===== src/inc/can_fc_consts.vh =====
// Purpose: constants for the CAN fault-confinement status block
// Assumes: included by its bare name
// Notes:   definitions only
`ifndef CAN_FC_CONSTS_VH
`define CAN_FC_CONSTS_VH
// Communication state codes
`define ST_ERR_ACTIVE   2'h0
`define ST_ERR_PASSIVE  2'h1
`define ST_BUS_OFF      2'h2
`define ST_INIT         2'h3
// Last error codes
`define LE_NONE   3'h0
`define LE_STUFF  3'h1
`define LE_FORM   3'h2
`define LE_ACK    3'h3
`define LE_BIT1   3'h4
`define LE_BIT0   3'h5
`define LE_CRC    3'h6
// Error kind codes on the event port
`define EK_STUFF  3'h1
`define EK_FORM   3'h2
`define EK_ACK    3'h3
`define EK_BIT1   3'h4
`define EK_BIT0   3'h5
`define EK_CRC    3'h6
// Counter thresholds and weights
`define PASSIVE_LIMIT  9'h080
`define BUSOFF_LIMIT   9'h100
`define ERR_STEP       9'h008
`define OK_STEP        9'h001
// Register offsets
`define REG_CTRL    4'h0
`define REG_STATUS  4'h1
`define REG_COUNT   4'h2
`define REG_FAULT   4'h3
// Control register fields
`define CTRL_START_BIT   0
`define CTRL_STOP_BIT    1
`define CTRL_SLEEP_BIT   2
`define CTRL_LOGERR_BIT  3
// Status register fields
`define STAT_STATE_LSB   0
`define STAT_LAST_LSB    4
`define STAT_XCVR_BIT    8
`define STAT_SLEEP_BIT   9
`define STAT_FAULT_BIT   10
`define STAT_TXVAL_BIT   11
`define CTRL_RESET       32'h00000000
`endif


===== src/can_error_confinement_status.v =====
// Purpose: fault confinement state, error counters and status of a CAN node
// Assumes: protocol engine reports per-frame events synchronous to core_clk
// Notes:   registers on a plain strobe port, read data one cycle later
//
// Operation
// - Code 0 while both counters below 128
// - Counter above 127 gives error passive, code 1
// - No transmit increment for ack errors when passive
// - Transmit counter above 255: bus off, traffic stops
// - Bus off held until explicit restart
// - Power-up in initial state, code 3, silent
// - Start trigger moves initial to error active
// - Stop returns active or passive to initial
// - Transceiver error flag follows fault pin
// - Sleep flag shows controller asleep
// - Last error 0 after success
// - Last error 1 on stuffing violation
// - Last error 2 on form error
// - Last error 3 on missing acknowledge
// - Unacknowledged frames retried without limit
// - Last error 4 on recessive sent, dominant seen
// - Last error 5 on dominant sent, recessive seen
// - Last error 6 on CRC mismatch
// - Eight-bit receive counter, reset at start
// - Transmit counter, errors weigh more than successes
// - Transmit counter invalid after bus off
// - Fault flag and code, code zero when clear
// - Optional logging of bus errors as frames
`timescale 1ns/1ps
`include "can_fc_consts.vh"

module can_error_confinement_status #(
    parameter FAULT_W = 16
) (
    // Clock and reset
    input  wire                core_clk,
    input  wire                reset_n,
    // Register port
    input  wire [3:0]          reg_addr,
    input  wire [31:0]         reg_wdata,
    input  wire                reg_wr,
    input  wire                reg_rd,
    output reg  [31:0]         reg_rdata,
    // Frame events from the protocol engine
    input  wire                rx_ok,
    input  wire                tx_ok,
    input  wire                rx_err,
    input  wire                tx_err,
    input  wire [2:0]          err_kind,
    // Transceiver and fault inputs
    input  wire                transceiver_fault_pin,
    input  wire                sleep_ack,
    input  wire                fault_in,
    input  wire [FAULT_W-1:0]  fault_code_in,
    // Engine control and error frame log
    output wire                comm_enable,
    output wire                tx_retry,
    output wire                sleep_req,
    output reg                 err_frame_valid,
    output reg  [2:0]          err_frame_code,
    output reg                 err_frame_is_tx
);

    ////////////////////////////////////////////////////////////////////////
    reg  [1:0]          comm_state;
    reg  [7:0]          rx_count;
    reg  [8:0]          tx_count;
    reg  [2:0]          last_error;
    reg                 tx_count_valid;
    reg                 xcvr_err;
    reg                 sleep_flag;
    reg                 fault_flag;
    reg  [FAULT_W-1:0]  fault_code;
    reg                 ctrl_sleep;
    reg                 ctrl_log;
    reg  [1:0]          next_state;
    reg  [7:0]          next_rx;
    reg  [8:0]          next_tx;

    // Full-width copies so the receive path can take an 8-bit slice on purpose
    localparam [8:0] ERR_STEP_W = `ERR_STEP;
    localparam [8:0] OK_STEP_W  = `OK_STEP;

    wire start_cmd = reg_wr && (reg_addr == `REG_CTRL) && reg_wdata[`CTRL_START_BIT];
    wire stop_cmd  = reg_wr && (reg_addr == `REG_CTRL) && reg_wdata[`CTRL_STOP_BIT];
    wire running   = (comm_state == `ST_ERR_ACTIVE) || (comm_state == `ST_ERR_PASSIVE);

    // Map an error kind to its last-error code
    function [2:0] kind_to_code;
        input [2:0] kind;
        begin
            case (kind)
                `EK_STUFF: kind_to_code = `LE_STUFF;
                `EK_FORM:  kind_to_code = `LE_FORM;
                `EK_ACK:   kind_to_code = `LE_ACK;
                `EK_BIT1:  kind_to_code = `LE_BIT1;
                `EK_BIT0:  kind_to_code = `LE_BIT0;
                `EK_CRC:   kind_to_code = `LE_CRC;
                default:   kind_to_code = `LE_FORM;
            endcase
        end
    endfunction

    // Engine only runs in the two communicating states
    assign comm_enable = running;
    // Retry never stops on its own; only bus off or stop ends it
    assign tx_retry    = running && tx_err;
    assign sleep_req   = ctrl_sleep;

    ////////////////////////////////////////////////////////////////////////
    // Counter arithmetic, saturating at top and floored at zero
    always @* begin
        next_rx = rx_count;
        next_tx = tx_count;
        if (running) begin
            if (rx_err) begin
                if (rx_count > 8'hf7)
                    next_rx = 8'hff;
                else
                    next_rx = rx_count + ERR_STEP_W[7:0];
            end else if (rx_ok && rx_count != 8'h00) begin
                next_rx = rx_count - OK_STEP_W[7:0];
            end
            // Passive node ignores ack errors so a lone sender stays alive
            if (tx_err && !(comm_state == `ST_ERR_PASSIVE && err_kind == `EK_ACK)) begin
                if (tx_count >= `BUSOFF_LIMIT)
                    next_tx = tx_count;
                else
                    next_tx = tx_count + `ERR_STEP;
            end else if (tx_ok && tx_count != 9'h000) begin
                next_tx = tx_count - `OK_STEP;
            end
        end
    end

    ////////////////////////////////////////////////////////////////////////
    // State decision from command and next counter values
    always @* begin
        next_state = comm_state;
        case (comm_state)
            `ST_INIT: begin
                if (start_cmd)
                    next_state = `ST_ERR_ACTIVE;
            end
            `ST_ERR_ACTIVE, `ST_ERR_PASSIVE: begin
                if (stop_cmd)
                    next_state = `ST_INIT;
                else if (next_tx >= `BUSOFF_LIMIT)
                    next_state = `ST_BUS_OFF;
                else if ({1'b0, next_rx} >= `PASSIVE_LIMIT || next_tx >= `PASSIVE_LIMIT)
                    next_state = `ST_ERR_PASSIVE;
                else
                    next_state = `ST_ERR_ACTIVE;
            end
            `ST_BUS_OFF: begin
                if (start_cmd)
                    next_state = `ST_ERR_ACTIVE;
            end
            default: next_state = `ST_INIT;
        endcase
    end

    ////////////////////////////////////////////////////////////////////////
    // State, counters and last error
    always @(posedge core_clk or negedge reset_n) begin
        if (!reset_n) begin
            comm_state     <= `ST_INIT;
            rx_count       <= 8'h00;
            tx_count       <= 9'h000;
            tx_count_valid <= 1'b0;
            last_error     <= `LE_NONE;
        end else begin
            comm_state <= next_state;
            if (start_cmd && (comm_state == `ST_INIT || comm_state == `ST_BUS_OFF)) begin
                rx_count       <= 8'h00;
                tx_count       <= 9'h000;
                tx_count_valid <= 1'b1;
                last_error     <= `LE_NONE;
            end else begin
                rx_count <= next_rx;
                tx_count <= next_tx;
                if (next_state == `ST_BUS_OFF)
                    tx_count_valid <= 1'b0;
                if (running) begin
                    if (rx_err || tx_err)
                        last_error <= kind_to_code(err_kind);
                    else if (rx_ok || tx_ok)
                        last_error <= `LE_NONE;
                end
            end
        end
    end

    ////////////////////////////////////////////////////////////////////////
    // Transceiver, sleep and fault flags
    always @(posedge core_clk or negedge reset_n) begin
        if (!reset_n) begin
            xcvr_err   <= 1'b0;
            sleep_flag <= 1'b0;
            fault_flag <= 1'b0;
            fault_code <= {FAULT_W{1'b0}};
        end else begin
            xcvr_err   <= transceiver_fault_pin;
            sleep_flag <= sleep_ack;
            fault_flag <= fault_in;
            // Code forced to zero whenever no fault is shown
            fault_code <= fault_in ? fault_code_in : {FAULT_W{1'b0}};
        end
    end

    ////////////////////////////////////////////////////////////////////////
    // Control register and bus error frame log
    always @(posedge core_clk or negedge reset_n) begin
        if (!reset_n) begin
            ctrl_sleep      <= 1'b0;
            ctrl_log        <= 1'b0;
            err_frame_valid <= 1'b0;
            err_frame_code  <= `LE_NONE;
            err_frame_is_tx <= 1'b0;
        end else begin
            if (reg_wr && reg_addr == `REG_CTRL) begin
                ctrl_sleep <= reg_wdata[`CTRL_SLEEP_BIT];
                ctrl_log   <= reg_wdata[`CTRL_LOGERR_BIT];
            end
            // One pulse per detected bus error, only when logging is on
            err_frame_valid <= ctrl_log && running && (rx_err || tx_err);
            if (running && (rx_err || tx_err)) begin
                err_frame_code  <= kind_to_code(err_kind);
                err_frame_is_tx <= tx_err;
            end
        end
    end

    ////////////////////////////////////////////////////////////////////////
    // Read port, data one cycle after the strobe
    always @(posedge core_clk or negedge reset_n) begin
        if (!reset_n) begin
            reg_rdata <= 32'h00000000;
        end else if (reg_rd) begin
            case (reg_addr)
                `REG_CTRL:
                    reg_rdata <= {28'h0000000, ctrl_log, ctrl_sleep, 2'h0};
                `REG_STATUS:
                    reg_rdata <= {20'h00000, tx_count_valid, fault_flag, sleep_flag, xcvr_err,
                                  1'b0, last_error, 2'h0, comm_state};
                `REG_COUNT:
                    // Transmit count reads zero while invalid
                    reg_rdata <= {7'h00, (tx_count_valid ? tx_count : 9'h000), 8'h00, rx_count};
                `REG_FAULT:
                    reg_rdata <= {{(32-FAULT_W){1'b0}}, fault_code};
                default:
                    reg_rdata <= 32'h00000000;
            endcase
        end else begin
            reg_rdata <= 32'h00000000;
        end
    end

endmodule


===== config.mk =====
export PLATFORM = sky130hd
export DESIGN_NAME = can_error_confinement_status
export DESIGN_NICKNAME = d
export VERILOG_FILES = /design/src/can_error_confinement_status.v
export VERILOG_INCLUDE_DIRS = /design/src /design/src/inc
export SDC_FILE = /design/constraint.sdc
export NUM_CORES = 1
export LEC_CHECK = 0
export ABC_AREA = 1
export BUFFER_PORTS_ARGS = -buffer_cell sky130_fd_sc_hd__buf_2
export CORE_MARGIN = 2
export CORE_UTILIZATION = 55
export DETAILED_ROUTE_END_ITERATION = 6
export GPL_TIMING_DRIVEN = 1
export MAX_ROUTING_LAYER = met4
export PLACE_DENSITY = 0.95
export SKIP_LAST_GASP = 1
export SLEW_MARGIN = 20
export SYNTH_ARGS = -nofsm -noshare
export SYNTH_HDL_FRONTEND = slang
export SYNTH_SLANG_ARGS = --single-unit

===== constraint.sdc =====
create_clock -name core_clk -period 4.9 [get_ports core_clk]
set_input_delay 0.735 -clock core_clk [delete_from_list [all_inputs] [get_ports core_clk]]
set_output_delay 0.735 -clock core_clk [all_outputs]
set_load 0.02 [all_outputs]

Word level (Yosys, flattened, before mapping):

Index checks and enable logic that the tools add are counted.

* register bits after elaboration: 81
* bits of input ports: 66

* add/subtract/negate cells: 4
* order comparisons: 5
* eq/ne operators: 12
* multiplexer cells: 26
* reductions and logical operators: 28

Operators by type and width (number)
* case mux 25 bit (4 select lines): 1
* two-way mux 9 bit: 6
* two-way mux 8 bit: 5
* two-way mux 32 bit: 1
* greater-or-equal comparator 9 bit, second input constant: 2
* two-way mux 16 bit: 1
* case mux 3 bit (5 select lines): 1
* logical AND 1 bit: 12
* two-way mux 3 bit: 4
* adder 9 x 4 -> 9 bit, second input constant: 1
* == test 3 bit, second input constant: 3
* greater-or-equal comparator 9 x 8 -> 1 bit, second input constant: 1
* nonzero test 9 bit: 1
* subtractor 9 x 1 -> 9 bit, second input constant: 1
* adder 8 x 4 -> 8 bit, second input constant: 1
* == test 4 x 2 -> 1 bit, second input constant: 2
* greater-or-equal comparator 8 bit, second input constant: 1
* greater-than comparator 8 bit, second input constant: 1
* nonzero test 8 bit: 1
* subtractor 8 x 1 -> 8 bit, second input constant: 1
* == test 2 bit, second input constant: 3
* two-way mux 2 bit: 3
* logical OR 1 bit: 5
* == test 4 x 1 -> 1 bit, second input constant: 1
* 12 further kinds: 16

Depth between registers and ports, before layout:

* depth after elaboration: 15
* depth in mapped cells: 19
* depth with buffers taken out: 19

Worst setup path before layout:

No wires, ideal clock.

* path kind: input to register
* from: input reg_addr[3]
* to: register tx_count_valid
* data arrival time: 1.825 ns
* path slack: 2.962 ns
* stages: 12
* cell sequence: nor2_2 > inv_2 > nor3_2 > and2_1 > buf_4 > nand3_4 > inv_2 > nor2_1 > nand2_1 > nand3_1 > nand2_1 > inv_1

* word-level cells in the longest chain between the ends: 7
* elaborated cells on any way between the ends: 11
* those cells by class: eq/ne (1); mux (4); reduce/logical (6)

RTL lines
* from (decl): RTL line can_error_confinement_status.v:39 `input wire [3:0] reg_addr,`
* logical NOT 4 bit *
* logical AND 1 bit *: RTL line can_error_confinement_status.v:84, can_error_confinement_status.v:85
* logical AND 1 bit, on equally long branches: RTL line can_error_confinement_status.v:84, can_error_confinement_status.v:85
* two-way mux 2 bit, on equally long branches: RTL line can_error_confinement_status.v:142, can_error_confinement_status.v:156, can_error_confinement_status.v:146
* case mux 2 bit (2 select lines): RTL line can_error_confinement_status.v:140 `case (comm_state)`
* == test 2 bit (no source line)
* nonzero test 2 bit (no source line)
* to (signal assigned): RTL line can_error_confinement_status.v:170 `tx_count_valid <= 1'b0;`
* to (signal assigned): RTL line can_error_confinement_status.v:177 `tx_count_valid <= 1'b1;`
* to (signal assigned): RTL line can_error_confinement_status.v:183 `tx_count_valid <= 1'b0;`
* to (decl): RTL line can_error_confinement_status.v:69 `reg tx_count_valid;`

Every way passes the cells marked *; elsewhere a longest branch is shown, timed or not.
A chain may end at the register's enable or synchronous reset.

Worst setup path in the final report:

* from: register comm_state[1]
* to: output comm_enable

* word-level cells in the longest chain between the ends: 2
* elaborated cells on any way between the ends: 3
* those cells by class: eq/ne (1); reduce/logical (2)

RTL lines
* from (decl): RTL line can_error_confinement_status.v:65 `reg [1:0] comm_state;`
* from (signal assigned): RTL line can_error_confinement_status.v:167 `` comm_state <= `ST_INIT; ``
* from (signal assigned): RTL line can_error_confinement_status.v:173 `comm_state <= next_state;`
* == test 2 x 1 -> 1 bit or logical NOT 2 bit (tied branches)
* logical OR 1 bit *: RTL line can_error_confinement_status.v:86 `` wire running = (comm_state == `ST_ERR_ACTIVE) || (comm_state == `ST_ERR_PASSIVE); ``
* to (decl): RTL line can_error_confinement_status.v:56 `output wire comm_enable,`

Marked as above.

==> results.sh <==
export IMPL_finalHoldViolations=0
export IMPL_worst_path_buf_inv=2
export IMPL_nets=565
export IMPL_routabilityCongestion=0.9173
export IMPL_synth_edff_count=0
export IMPL_setup_tns_ns=0
export IMPL_cts_hold_buf=0
export IMPL_ys_ff_latch=74
export IMPL_max_slew_margin=0.5182
export IMPL_clock_skew_ns=0.009448
export IMPL_synth_area_leaders="dfrtp_1 51%, nand2_1 9.5%, inv_1 7.7%"
export IMPL_cts_max_path_buffers=2
export IMPL_power_density_nw_per_um2=494.5
export IMPL_die_w_um=84.14
export IMPL_utilization=0.6641
export IMPL_synth_largest_area_cell="dfrtp_1"
export IMPL_synth_top_area_frac=0.5101
export IMPL_ant_nets=0
export IMPL_grt_pass1_vias=3052
export IMPL_finalCritPeriodShare=0.4749
export IMPL_ir_worst_vdd_mv=0.4063
export IMPL_wl_per_cell_um=14.71
export IMPL_crit_fanout=22
export IMPL_critical_path_required_ns=4.16
export IMPL_finalWorstSetupSlack_ns=2.573
export IMPL_cts_root_buf="clkbuf_8"
export IMPL_cts_tree="built"
export IMPL_critPathTopFamily="flip-flops"
export IMPL_grt_overflow_total=0
export IMPL_synth_most_common_cell="nand2_1"
export IMPL_design_core_area_um2=6277
export IMPL_vias_per_cell=5.417
export IMPL_slowest_delay_ns=0.82
export IMPL_synthArstFlopShare=1.000
export IMPL_grt_max_degree=46
export IMPL_start_kind="flip-flop"
export IMPL_area_growth_pct=18.03
export IMPL_yosysWarnings=0
export IMPL_hold_worst_slack_ns=0.3857
export IMPL_start_util=0.5627
export IMPL_max_freq_mhz=429.7
export IMPL_totalWireLength_um=8428
export IMPL_cp_slowest_cell="dfstp_2"
export IMPL_drc=0
export IMPL_cts_inserted_buffers=9
export IMPL_cp_depth=2
export IMPL_diodes=0
export IMPL_syn_area_um2=3532
export IMPL_syn_inst=418
export IMPL_place_ws_ns=2.421
export IMPL_seq_area_frac_synth=0.5250
export IMPL_reg2reg_depth=14
export IMPL_end_kind="output port"
export IMPL_ys_types=37
export IMPL_placed_cells=557
export IMPL_ys_flop_type="dfrtp_1"
export IMPL_die_height_um=84.14
export IMPL_p_leak_nw=2.340
export IMPL_h_tree_depth=3
export IMPL_cts_resized=0
export IMPL_drt_first_pass_iters=5
export IMPL_io_pins=106
export IMPL_grt_usage=0.2592
export IMPL_antenna_found_initial=0
export IMPL_clock_latency_ns=0.37
export IMPL_clock_sinks=74
export IMPL_ys_top_cells_by_count="89 x nand2_1, 72 x dfrtp_1, 72 x inv_1, 32 x o21ai_0, 29 x nor2_1"
export IMPL_first_iter_violations=238
export IMPL_grt_pass1_wl_um=14070
export IMPL_syn_area_per_cell_um2=8.450
export IMPL_rsz0062_at_grt="no"
export IMPL_vias=3104
export IMPL_hold_class="input pin to asynchronous set/reset pin"
export IMPL_drv_slew=0
export IMPL_arrival_ns=1.59
export IMPL_cp_cell_sequence="inv_2 -> buf_2"
export IMPL_finalSetupViolCount=0
export IMPL_fillers=436
export IMPL_detailed_place_hpwl_um=5693
export IMPL_tightest_slew_ns=0.7171
export IMPL_fin_crit_ns=2.327
export IMPL_die_area_um2=7079
export IMPL_path_clk_slew_ns=0.08
export IMPL_worstSetupPathType="flip-flop to output port"
export IMPL_status="finished clean"
export IMPL_postCtsSetupRepairBufs=0
export IMPL_rows=29
export IMPL_port_buffers=70
export IMPL_instances_no_fill=573
export IMPL_layout_drive_gt1_share=0.2198
export IMPL_drv_cap=0
[layout make-up]
class	instances	area [µm²]	area share
clock buffers	9	123.9	0.02971
clock inverters	7	123.9	0.02971
inverters	77	291.5	0.06993
multi-input cells	258	1321	0.3169
flip-flops and latches	74	1854	0.4448
well taps	77	96.34	0.02311
repair buffers	71	357.8	0.08583
[placed cells by master, fill, tap and decap left out, types with 2 or more instances in the layout]
cell	instances
nand2_1	89
inv_1	72
dfrtp_1	72
buf_2	70
o21ai_0	32
nor2_1	29
nor3_1	18
a21oi_1	17
nand3_1	15
clkbuf_8	9
ha_1	8
conb_1	7
o211ai_1	6
nor2_2	5
nand4_1	4
inv_2	4
o221ai_1	4
o22ai_1	3
xor2_1	3
inv_6	3
bufinv_16	3
nand2_2	2
o311ai_0	2
a21oi_2	2
dfstp_2	2
[layer usage]
metal / track usage / share of wire
met5: - / 0
met4: 0.1202 / 0.029
met3: 0.04326 / 0.067
met2: 0.4221 / 0.50
met1: 0.3177 / 0.40
[path summary, 6_finish.rpt]
check	slack (ns)	startpoint	end
setup / recovery	2.57	comm_state[1]$_DFF_PN1_	comm_enable
hold / removal	0.39	reset_n	fault_code[15]$_DFF_PN0_
setup reg to reg	2.63	comm_state[1]$_DFF_PN1_	tx_count_valid$_DFFE_PN0P_
hold reg to reg	0.48	fault_code[12]$_DFF_PN0_	reg_rdata[12]$_DFF_PN0_
max in group asynchronous	3.50	reset_n	reg_rdata[6]$_DFF_PN0_
min in group core_clk	0.48	sleep_ack	sleep_flag$_DFF_PN0_
[power by group]
part | total, mW | switching (mW) | leakage [nW] | internal, mW
clock | 0.597 | 0.254 | 0.121 | 0.344
sequential | 0.853 | 0.118 | 0.954 | 0.735
combinational | 0.611 | 0.403 | 1.27 | 0.208
total | 2.06 | 0.775 | 2.34 | 1.29
[per-stage QoR]
stage | instance area [µm²] | total power, mW
finish | 4169 | 2.061
global route | 4169 | 2.186
CTS | 4169 | 2.048
detailed placement | 3921 | 1.451
global placement | 3921 | 1.419
floorplan | 3555 | 1.274
[sequential cells by signal, indices dropped and copies added (netlist names)]
signal	count
tx_count	9
sleep_flag	1
tx_count_valid	1
rx_count	8
comm_state	2
reg_rdata	25
sleep_req	1
fault_code	16
err_frame_valid	1
xcvr_err	1
ctrl_log	1
last_error	3
err_frame_is_tx	1
fault_flag	1
err_frame_code	3
[cell families after synthesis]
kind of cell | Yosys count | synth area share
and+or+nand+nor | 169 | 0.2108
buffers and inverters | 92 | 0.1073
DFF | 74 | 0.5250
AOI/OAI and AO/OA | 69 | 0.1141
adders and majority gates | 8 | 0.02834
xor gates and xnor gates | 3 | 0.007440
muxes | 2 | 0.006022
other | 1 | 0.001062
Note: power is estimated with default switching activity, not from simulation.
